<file path="src/hdl/scdp_pkg.sv">
// Shared constants and types of the serial clock-rate and data port block
package scdp_pkg;
   // Register addresses and reset values
   localparam logic [7:0] ADDR_RATE = 8'ha2;
   localparam logic [7:0] ADDR_DATA = 8'ha3;
   localparam logic [7:0] RATE_RST = 8'h00;
   localparam logic [7:0] DATA_RST = 8'h00;
   localparam logic [7:0] READ_NONE = 8'h00;
   // Select-line modes: 3-wire, 4-wire multi-master input, 4-wire single-master output
   localparam logic [1:0] SEL_THREE_WIRE = 2'h0;
   localparam logic [1:0] SEL_MULTI = 2'h1;
   // Transfer shape
   localparam logic [3:0] LAST_HALF = 4'hf;
   localparam logic [3:0] LAST_BIT = 4'h7;
   // Timing, in nanoseconds at a 50 ns core clock, and derived cycle counts
   localparam int CLK_NS = 50;
   localparam int SEZ_MAX_NS = 4 * CLK_NS;
   localparam int SEZ_CYC = SEZ_MAX_NS / CLK_NS;
   localparam int SLH_MIN_NS = 6 * CLK_NS;
   localparam int SLH_MAX_NS = 8 * CLK_NS;
   localparam int SLH_CYC = (SLH_MIN_NS + SLH_MAX_NS) / (2 * CLK_NS);
   // Tail count end: edge detect and output register add two cycles
   localparam logic [2:0] TAIL_LAST = 3'(SLH_CYC - 3);

   typedef enum logic [1:0] {ST_IDLE, ST_MASTER, ST_SLAVE} scdp_mode_t;

   typedef struct packed {
      logic [7:0] addr;
      logic wr;
      logic rd;
      logic [7:0] wdata;
   } scdp_sfr_req_t;

   typedef struct packed {
      logic enable;
      logic master;
      logic clock_polarity_select;
      logic clock_phase_select;
      logic [1:0] select_line_mode;
   } scdp_cfg_t;

   typedef struct packed {
      logic transfer_done_flag;
      logic write_collision_flag;
      logic mode_fault_flag;
   } scdp_flags_t;

   typedef struct packed {
      logic [7:0] cnt;
   } scdp_div_state_t;

   typedef struct packed {
      scdp_mode_t mode;
      logic [7:0] rate;
      logic [7:0] txb;
      logic tx_empty;
      logic [7:0] rxb;
      logic [7:0] osh;
      logic [7:0] ish;
      logic [3:0] half;
      logic [3:0] bits;
      logic sck;
      logic mosi;
      logic miso;
      logic miso_oe;
      logic ss_prev;
      logic s_prev;
      logic first;
      logic tail_run;
      logic [2:0] tail;
      scdp_flags_t flags;
      logic [7:0] rdata;
   } scdp_core_state_t;
endpackage

</file>
<file path="src/hdl/scdp_core.sv">
// Serial port core: rate divider, data port, master and slave shifting
`timescale 1ns/1ps
module scdp_core #(
   parameter int DIV_W = 8
) (
   input wire logic core_clk,
   input wire logic reset_n,
   input wire logic clk_en,
   input wire scdp_pkg::scdp_sfr_req_t sfr_req,
   output logic [7:0] sfr_rdata,
   input wire scdp_pkg::scdp_cfg_t cfg,
   input wire scdp_pkg::scdp_flags_t flag_clr,
   output scdp_pkg::scdp_flags_t flags,
   output logic tx_buffer_empty_flag,
   input wire logic sck_in,
   input wire logic mosi_in,
   input wire logic miso_in,
   input wire logic nss_in,
   output logic sck_out,
   output logic sck_oe,
   output logic mosi_out,
   output logic mosi_oe,
   output logic miso_out,
   output logic miso_oe,
   output logic nss_out,
   output logic nss_oe
);
   scdp_pkg::scdp_core_state_t st_reg;
   scdp_pkg::scdp_core_state_t st_next;
   logic half_end;
   logic s_now;
   logic lead_edge;
   logic trail_edge;
   logic sample_edge;
   logic shift_edge;
   logic wr_data;
   logic [3:0] half_inc;
   logic [8:0] hc_reg;

   // Divider runs only while a master transfer is in progress
   scdp_half_timer #(.DIV_W(DIV_W)) u_half (
      .core_clk(core_clk),
      .reset_n(reset_n),
      .clk_en(clk_en),
      .run(st_reg.mode == scdp_pkg::ST_MASTER),
      .divisor(st_reg.rate),
      .half_end(half_end)
   );

   // External clock normalised so that a rise is always the leading edge
   assign s_now = sck_in ^ cfg.clock_polarity_select;
   assign lead_edge = s_now && !st_reg.s_prev;
   assign trail_edge = !s_now && st_reg.s_prev;
   assign sample_edge = cfg.clock_phase_select ? trail_edge : lead_edge;
   assign shift_edge = cfg.clock_phase_select ? lead_edge : trail_edge;
   assign wr_data = sfr_req.wr && sfr_req.addr == scdp_pkg::ADDR_DATA;
   assign half_inc = st_reg.half + 4'h1;

   always_comb begin
      st_next = st_reg;
      st_next.s_prev = s_now;
      st_next.ss_prev = nss_in;
      st_next.miso = st_reg.osh[7];
      st_next.miso_oe = cfg.enable && !cfg.master && !nss_in;
      // Software clears first so a same-cycle hardware set wins
      if (flag_clr.transfer_done_flag) begin
         st_next.flags.transfer_done_flag = 1'b0;
      end
      if (flag_clr.write_collision_flag) begin
         st_next.flags.write_collision_flag = 1'b0;
      end
      if (flag_clr.mode_fault_flag) begin
         st_next.flags.mode_fault_flag = 1'b0;
      end
      if (sfr_req.wr && sfr_req.addr == scdp_pkg::ADDR_RATE) begin
         st_next.rate = sfr_req.wdata;
      end
      if (wr_data) begin
         if (st_reg.tx_empty) begin
            st_next.txb = sfr_req.wdata;
            st_next.tx_empty = 1'b0;
         end else begin
            st_next.flags.write_collision_flag = 1'b1;
         end
      end
      if (sfr_req.rd) begin
         case (sfr_req.addr)
            scdp_pkg::ADDR_RATE: st_next.rdata = st_reg.rate;
            scdp_pkg::ADDR_DATA: st_next.rdata = st_reg.rxb;
            default: st_next.rdata = scdp_pkg::READ_NONE;
         endcase
      end
      if (cfg.enable && cfg.master && cfg.select_line_mode == scdp_pkg::SEL_MULTI && !nss_in) begin
         st_next.flags.mode_fault_flag = 1'b1;
      end
      // Slave phase-one tail: reload output shifter after the last edge
      if (st_reg.tail_run) begin
         st_next.tail = st_reg.tail + 3'h1;
         if (st_reg.tail == scdp_pkg::TAIL_LAST) begin
            st_next.tail_run = 1'b0;
            st_next.osh = st_reg.tx_empty ? scdp_pkg::DATA_RST : st_reg.txb;
         end
      end
      case (st_reg.mode)
         scdp_pkg::ST_IDLE: begin
            st_next.sck = cfg.clock_polarity_select;
            if (cfg.enable && cfg.master && !st_reg.tx_empty) begin
               st_next.mode = scdp_pkg::ST_MASTER;
               st_next.osh = st_reg.txb;
               st_next.mosi = st_reg.txb[7];
               st_next.tx_empty = 1'b1;
               st_next.half = '0;
               st_next.sck = cfg.clock_polarity_select ^ cfg.clock_phase_select;
            end else if (cfg.enable && !cfg.master && st_reg.ss_prev && !nss_in) begin
               st_next.mode = scdp_pkg::ST_SLAVE;
               st_next.bits = '0;
               st_next.first = 1'b1;
               st_next.tail_run = 1'b0;
               if (!st_reg.tx_empty) begin
                  st_next.osh = st_reg.txb;
                  st_next.tx_empty = 1'b1;
               end
            end
         end
         scdp_pkg::ST_MASTER: begin
            if (half_end) begin
               st_next.half = half_inc;
               st_next.sck = cfg.clock_polarity_select
                  ^ (cfg.clock_phase_select ? !half_inc[0] : half_inc[0]);
               if (st_reg.half[0]) begin
                  // Last cycle of the bit: sample, then shift MSB first
                  st_next.ish = {st_reg.ish[6:0], miso_in};
                  st_next.osh = {st_reg.osh[6:0], 1'b0};
                  st_next.mosi = st_reg.osh[6];
               end
               if (st_reg.half == scdp_pkg::LAST_HALF) begin
                  st_next.mode = scdp_pkg::ST_IDLE;
                  st_next.rxb = {st_reg.ish[6:0], miso_in};
                  st_next.sck = cfg.clock_polarity_select;
                  st_next.flags.transfer_done_flag = 1'b1;
               end
            end
         end
         scdp_pkg::ST_SLAVE: begin
            if (nss_in) begin
               st_next.mode = scdp_pkg::ST_IDLE;
            end else begin
               if (sample_edge) begin
                  st_next.ish = {st_reg.ish[6:0], mosi_in};
                  st_next.bits = st_reg.bits + 4'h1;
                  if (st_reg.bits == scdp_pkg::LAST_BIT) begin
                     st_next.bits = '0;
                     st_next.rxb = {st_reg.ish[6:0], mosi_in};
                     st_next.flags.transfer_done_flag = 1'b1;
                     st_next.tail_run = cfg.clock_phase_select;
                     st_next.tail = '0;
                  end
               end
               if (shift_edge) begin
                  if (cfg.clock_phase_select && st_reg.first) begin
                     st_next.first = 1'b0;
                  end else begin
                     st_next.osh = {st_reg.osh[6:0], 1'b0};
                  end
               end
            end
         end
         default: st_next.mode = scdp_pkg::ST_IDLE;
      endcase
   end

   always_ff @(posedge core_clk or negedge reset_n) begin
      if (!reset_n) begin
         st_reg <= '0;
         st_reg.mode <= scdp_pkg::ST_IDLE;
         st_reg.rate <= scdp_pkg::RATE_RST;
         st_reg.rxb <= scdp_pkg::DATA_RST;
         st_reg.tx_empty <= 1'b1;
         st_reg.ss_prev <= 1'b1;
      end else if (clk_en) begin
         st_reg <= st_next;
      end
   end

   assign sfr_rdata = st_reg.rdata;
   assign flags = st_reg.flags;
   assign tx_buffer_empty_flag = st_reg.tx_empty;
   assign sck_out = st_reg.sck;
   assign sck_oe = cfg.enable && cfg.master;
   assign mosi_out = st_reg.mosi;
   assign mosi_oe = cfg.enable && cfg.master;
   assign miso_out = st_reg.miso;
   assign miso_oe = st_reg.miso_oe;
   assign nss_out = cfg.select_line_mode[0];
   assign nss_oe = cfg.enable && cfg.select_line_mode[1];

   // Cycles since the serial clock last moved
   always_ff @(posedge core_clk or negedge reset_n) begin
      if (!reset_n) begin
         hc_reg <= '0;
      end else if (clk_en) begin
         hc_reg <= (st_next.sck != st_reg.sck) ? 9'h000 : hc_reg + 9'h001;
      end
   end

   AST_HALF_LEN: assert property (@(posedge core_clk) disable iff (!reset_n || !clk_en)
      (st_reg.mode == scdp_pkg::ST_MASTER && st_reg.half >= 4'h2 && half_end
       && st_reg.half != scdp_pkg::LAST_HALF)
      |-> hc_reg == {1'b0, st_reg.rate})
      else $error("Master half period differs from divider setting");
   AST_READ_RX: assert property (@(posedge core_clk) disable iff (!reset_n || !clk_en)
      (sfr_req.rd && sfr_req.addr == scdp_pkg::ADDR_DATA) |=> sfr_rdata == $past(st_reg.rxb))
      else $error("Data read did not return receive buffer");
   AST_WR_LOAD: assert property (@(posedge core_clk) disable iff (!reset_n || !clk_en)
      (wr_data && st_reg.tx_empty) |=> (!tx_buffer_empty_flag && st_reg.txb == $past(sfr_req.wdata)))
      else $error("Data write did not fill transmit buffer");
   AST_WR_COLL: assert property (@(posedge core_clk) disable iff (!reset_n || !clk_en)
      (wr_data && !st_reg.tx_empty) |=> (flags.write_collision_flag && $stable(st_reg.txb)))
      else $error("Collision write changed buffer or left flag clear");
   AST_IDLE_POL: assert property (@(posedge core_clk) disable iff (!reset_n || !clk_en)
      (st_reg.mode == scdp_pkg::ST_IDLE && $stable(cfg.clock_polarity_select))
      |-> sck_out == cfg.clock_polarity_select)
      else $error("Idle serial clock not at polarity level");
   AST_SEL_DRIVE: assert property (@(posedge core_clk) disable iff (!reset_n || !clk_en)
      ($fell(nss_in) && cfg.enable && !cfg.master && $stable(cfg)) |-> ##[0:3] miso_oe)
      else $error("Slave output not driven in time");
   AST_SEL_RELEASE: assert property (@(posedge core_clk) disable iff (!reset_n || !clk_en)
      $rose(nss_in) |-> ##[0:3] !miso_oe)
      else $error("Slave output not released in time");
   AST_SHIFT_OUT: assert property (@(posedge core_clk) disable iff (!reset_n || !clk_en)
      (st_reg.mode == scdp_pkg::ST_SLAVE && !nss_in && shift_edge && !st_reg.tail_run
       && !(cfg.clock_phase_select && st_reg.first))
      |-> ##2 miso_out == $past(st_reg.osh[6], 2))
      else $error("Slave output not updated after shift edge");
   AST_TAIL: assert property (@(posedge core_clk) disable iff (!reset_n || !clk_en)
      (st_reg.mode == scdp_pkg::ST_SLAVE && !nss_in && cfg.clock_phase_select && sample_edge
       && st_reg.bits == scdp_pkg::LAST_BIT)
      |=> st_reg.tail_run [*5] ##1 !st_reg.tail_run)
      else $error("Phase-one tail reload mistimed");
   AST_M_DONE: assert property (@(posedge core_clk) disable iff (!reset_n || !clk_en)
      (st_reg.mode == scdp_pkg::ST_MASTER && half_end && st_reg.half == scdp_pkg::LAST_HALF)
      |=> (flags.transfer_done_flag && st_reg.mode == scdp_pkg::ST_IDLE
           && st_reg.rxb[0] == $past(miso_in)))
      else $error("Master transfer end not flagged or last bit lost");
   AST_MODE_FAULT: assert property (@(posedge core_clk) disable iff (!reset_n || !clk_en)
      (cfg.enable && cfg.master && cfg.select_line_mode == scdp_pkg::SEL_MULTI && !nss_in)
      |=> flags.mode_fault_flag)
      else $error("Mode fault not flagged");
endmodule

</file>
<file path="src/hdl/scdp_half_timer.sv">
// Half-period timer that paces the master serial clock
`timescale 1ns/1ps
module scdp_half_timer #(
   parameter int DIV_W = 8
) (
   input wire logic core_clk,
   input wire logic reset_n,
   input wire logic clk_en,
   input wire logic run,
   input wire logic [DIV_W-1:0] divisor,
   output logic half_end
);
   scdp_pkg::scdp_div_state_t st_reg;
   scdp_pkg::scdp_div_state_t st_next;

   // Each half period lasts divisor + 1 core clocks
   always_comb begin
      st_next = st_reg;
      if (!run || st_reg.cnt == divisor) begin
         st_next.cnt = '0;
      end else begin
         st_next.cnt = st_reg.cnt + 8'h01;
      end
   end

   always_ff @(posedge core_clk or negedge reset_n) begin
      if (!reset_n) begin
         st_reg <= '0;
      end else if (clk_en) begin
         st_reg <= st_next;
      end
   end

   assign half_end = run && (st_reg.cnt == divisor);
endmodule

</file>
<file path="config.mk">
export PLATFORM = sky130hd
export DESIGN_NAME = scdp_core
export DESIGN_NICKNAME = d
export VERILOG_FILES = /design/src/hdl/scdp_pkg.sv /design/src/hdl/scdp_core.sv /design/src/hdl/scdp_half_timer.sv
export SDC_FILE = /design/constraint.sdc
export NUM_CORES = 1
export LEC_CHECK = 0
export BUFFER_PORTS_ARGS = -buffer_cell sky130_fd_sc_hd__buf_2
export CORE_UTILIZATION = 60
export CTS_BUF_LIST = sky130_fd_sc_hd__clkbuf_4 sky130_fd_sc_hd__clkbuf_8
export CTS_CLUSTER_DIAMETER = 100
export DETAILED_ROUTE_END_ITERATION = 10
export GPL_ROUTABILITY_DRIVEN = 0
export PLACE_DENSITY = 0.82
export SLEW_MARGIN = 40
export SYNTH_ARGS = -nofsm -noshare
export SYNTH_HDL_FRONTEND = slang
export SYNTH_SLANG_ARGS = --single-unit
</file>
<file path="constraint.sdc">
create_clock -name core_clk -period 6 [get_ports core_clk]
set_input_delay 1.2 -clock core_clk [delete_from_list [all_inputs] [get_ports core_clk]]
set_output_delay 1.2 -clock core_clk [all_outputs]
set_load 0.05 [all_outputs]
</file>
* Yosys cells after proc, flatten, opt, wreduce, memory -nomap -nowiden
Index checks and enable logic that the tools add are counted.
Widths: inputs -> output; s select.
** Word-level totals
- Flip-flop bits (word level) :: 80
- Bits of input ports :: 34
- Output and inout bits :: 20
- Word-level logic and storage cells :: 159
** Cells by class
- $add $sub $neg :: 4
- Equal/unequal tests :: 22
- Muxes and demuxes :: 67
- Bitwise gates (word level) :: 3
- Reductions and logical operators :: 40
** Operators with widths (count)
- $mux 8 :: 13
- $pmux 8 s2 :: 2
- $mux 28 :: 1
- $mux 4 :: 7
- $mux 24 :: 1
- $ne 2x2->1 const B :: 12
- $pmux 8 s3 :: 1
- $mux 1 :: 21
- $mux 2 :: 9
- $eq 8x8->1 const B :: 2
- $mux 16 :: 1
- $pmux 4 s2 :: 2
- $logic_and 1x1->1 :: 15
- $pmux 7 s2 :: 1
- $reduce_and 7->1 :: 2
- $reduce_and 6->1 :: 2
- $mux 5 :: 2
- $reduce_and 5->1 :: 2
- $add 4x1->4 const B :: 2
- $add 8x1->8 const B :: 1
- $eq 8x8->1 :: 1
- $pmux 2 s2 :: 2
- $reduce_bool 2->1 :: 4
- $logic_not 1->1 :: 7
- 17 further kinds :: 23

* Logic depth before layout (Yosys ltp)
- Word-level depth :: 7
- Depth in mapped cells :: 8
- Depth with buffers taken out :: 7

* By module
A second synthesis with hierarchy kept.
** Unflattened totals
- Cells, all modules :: 497
- Area, all modules :: 4783.3 um^2
** By module, submodules not included
- scdp_core :: times used 1, cells each 444, area an instance 4259.1 um^2, seq. area each 1804.2 um^2
- scdp_half_timer :: times used 1, cells each 53, area an instance 524.3 um^2, seq. area each 200.2 um^2

* Least setup slack after synthesis
No wires, ideal clock.
- Path type :: input port to output port
- Start :: input cfg[5] (netlist name)
- End :: output sck_oe
- Arrival :: 1883 ps
- Data required time :: 4800 ps
- Path slack :: 2917 ps
- Cell stages on the path :: 3
- Buffers on the path :: 1
- Cell sequence :: nand2_1 inv_1 buf_4
** Between the ends
- Longest elaborated chain between the ends :: 1
** RTL lines
- from (decl) :: line scdp_core.sv:11 : input wire scdp_pkg::scdp_cfg_t cfg,
- $logic_and 1x1->1
- to (decl) :: line scdp_core.sv:20 : output logic sck_oe,
No other way between the ends.

* Worst setup path after layout
- Start :: input clk_en
- End :: register st_reg[46] (netlist name)
** Between the ends
- Longest elaborated chain between the ends :: 1
** RTL lines
- from (decl) :: line scdp_core.sv:8 : input wire logic clk_en,
- $reduce_and 7->1 (no source line)
- to (signal assigned) :: line scdp_core.sv:181 : st_reg <= st_next;
- to (decl) :: line scdp_core.sv:28 : scdp_pkg::scdp_core_state_t st_reg;
No other way between the ends.
A chain may end at the register's enable or synchronous reset.

==> results.ini <==
[run_status]
run_status = complete, no violations

[routing]
drc_errors = 0
drt_iter0_markers = 342
ant_nets = 0
vias = 3761
vias_per_cell = 6.31
first_pass_iters = 7
routed_wl_um = 10500
detail_route.wl_per_cell_um = 17.6

[cells_and_area]
largest_register_ffs = 55
nNetsFinal = 535
areaGrowthSynthToFinish_pct = 8.67
stdcell_count = 596
drive_gt1_share_pct = 23.3
n_fill_cell = 562
n_antenna_cell = 0

[synthesis]
syn_area_um2 = 4620
ys_warn_count = 0
syn_nets = 504
yosysUniqueCellTypes = 67
ys.flop_type = dfrtp_1
syn_area_per_cell_um2 = 10.0
seq_area_frac_synth_pct = 43.4
synth_edf_count = 0
async_flop_share_pct = 100
ys_ff_latch = 80
syn-instance-count = 461

[placed_design]
io_buffers = 53
dp_hpwl_um = 7350
dpl.cell_count = 580

[hold_path]
hold_class = flip-flop to flip-flop

[global_route]
antenna_found_initial = 0
grt_max_degree = 81
grt_pass1_wl_um = 17600
track_usage_pct = 27.5
grt_overflow = 0
grt_pass1_vias = 3524

[timing]
fin_crit_ns = 3.22
relSlewSlack_pct = 50.4
tightest_slew_ns = 0.742
hold_slack_ns = 0.480
finalSetupViolCount = 0
fin_skew_ns = 0.0129
slew_violations = 0
rsz0062_at_grt = no
period_share_pct = 53.7
tns_ns = 0
fmax_mhz = 310
hold_violations = 0

[clocking]
cts_buffers = 9
clockBufferDepth = 2
clkSinkCount = 80
root_buffer = clkbuf_8
post_cts_resized = 0
cts_tree = built
htreeDepth = 3
post_cts_buffers = 0
insertion_delay_ns = 0.37
postCtsHoldBufs = 0
clk_pin_slew_ns = 0.10

[floorplan]
initial_utilization_pct = 63.0
dieArea_um2 = 8050
row_count = 31
die_x_um = 89.7
die-height_um = 89.7
io_pins = 54
coreArea_um2 = 7330

[power]
p_seq_share_pct = 41.5
sw_frac_of_total_pct = 40.6
leakagePower_nw = 2.31
max-vdd-ir-drop_mv = 0.189
switchingPower_w = 0.000721
p_clk_share_pct = 21.9
pwr-share-comb_pct = 36.7
intPower_w = 0.00106
power_density_nw_per_um2 = 354

[setup_path]
cp.required_ns = 6.25
max_stage_delay_ns = 0.73
path_max_fanout = 39
crit_family = buffers and inverters
critical_path_class = input port to flip-flop
path_cells = buf_2, clkinv_1, o32ai_4, o211ai_4, mux2_1
setup.worst_path.start_class = input port
cp.arrival_ns = 3.48
cp_slowest_cell = clkinv_1
path_buf_inv = 2
cp-end-kind = flip-flop

[job]
cap_viol_max_count = 0

==> worst register-to-register path: cells and delay by family (launching register included) <==
family,cells,cell delay [ns]
buf+inv,1,0.11
fa+ha+maj,1,0.57
simple gates,1,0.39
compound gates,2,0.95
flops,1,0.42
==> cell families after synthesis <==
group | Yosys count | share of synthesized area [%]
AOI/OAI and AO/OA | 119 | 18.7
xor gates and xnor gates | 13 | 3.28
adders and majority gates | 9 | 2.44
buffers and inverters | 59 | 6.15
DFF | 80 | 43.4
muxes | 40 | 9.70
and+or+nand+nor | 141 | 16.3
==> synth_stat cells (7+ instances only) <==
cell type	n	share of area, %
buf_4	15	2.4
a21oi_1	19	2.1
a22oi_1	9	1.5
dfrtp_1	78	42
nand3_1	13	1.4
o21ai_0	24	2.6
nand2_1	54	4.4
a221o_1	7	1.5
nand2b_1	7	0.95
nor2_1	17	1.4
mux2_2	21	5.1
ha_1	9	2.4
a22o_1	9	1.7
mux2i_1	14	3.0
inv_1	25	2.0
clkbuf_1	10	0.81
==> worst paths after layout <==
path / start / endpoint / slack, ns / cells past startpoint
min in group asynchronous: reset_n / st_reg[23] / 0.85 / 1
setup reg to reg: st_reg[71] / st_next[19] / 3.49 / 5
max in group asynchronous: reset_n / st_reg[15] / 4.65 / 1
hold / removal: sfr_rdata[3] / sfr_rdata[3] / 0.48 / 2
hold reg to reg: sfr_rdata[3] / sfr_rdata[3] / 0.48 / 2
setup / recovery: clk_en / st_reg[46] / 2.78 / 5
==> stage by stage <==
stage          total power, W  cell area (um^2)  util (%)  worst slack (ns)
2_1_floorplan         0.00122              4620         -              2.92
3_3_place_gp          0.00136              4820      65.8              2.54
3_5_place_dp          0.00138              4820      65.8              2.48
4_1_cts               0.00177              5010      68.4              2.84
5_1_grt               0.00187              5020      68.4              2.67
6_report              0.00178              5020      68.4              2.78
==> metal layers <==
| layer | part of all wire, % | global-route usage, % | vias up | wire (um) |
|---|---|---|---|---|
| met5 | 0 | 0 | - | 0 |
| met4 | 2.9 | 13.1 | 0 | 305 |
| met3 | 6.2 | 3.72 | 31 | 654 |
| met2 | 47 | 43.2 | 154 | 4950 |
| met1 | 44 | 37.9 | 1853 | 4580 |
| li1 | - | - | 1723 | - |
==> power by group through the flow <==
stage                     combinational [W]  sequential, W  clock, W
after CTS                          0.000644       0.000734  0.000388
after global routing               0.000715       0.000748  0.000409
after detailed placement           0.000639       0.000744         0
final                              0.000652       0.000736  0.000388
after floorplan                    0.000476       0.000745         0
after global placement             0.000618       0.000739         0
==> layout make-up <==
type / instances / area [um^2] / share of cell area, %
Clock buffer: 10 / 138 / 2.74
Inverter: 26 / 97.6 / 1.95
Multi-Input combinational cell: 322 / 2330 / 46.5
Clock inverter: 6 / 50.0 / 0.998
Timing Repair Buffer: 53 / 272 / 5.41
Sequential cell: 80 / 2000 / 40.0
Tap cell: 99 / 124 / 2.47
==> placed cells by master (no fill, tap or decap), drive strengths merged, types with 3 or more instances in the layout <==
| cell | instances |
|---|---|
| a21o | 4 |
| a21oi | 19 |
| a221o | 7 |
| a22o | 9 |
| a22oi | 9 |
| a31oi | 6 |
| and3 | 4 |
| buf | 53 |
| clkbuf | 10 |
| dfrtp | 78 |
| ha | 9 |
| inv | 28 |
| mux2 | 26 |
| mux2i | 14 |
| nand2 | 54 |
| nand2b | 7 |
| nand3 | 13 |
| nand3b | 5 |
| nand4 | 7 |
| nor2 | 18 |
| nor3 | 7 |
| nor3b | 6 |
| nor4 | 3 |
| nor4b | 3 |
| o21ai | 30 |
| o22ai | 3 |
| o2bb2ai | 6 |
| o31ai | 6 |
| xnor2 | 11 |
Note: power is estimated with default switching activity, not from simulation.
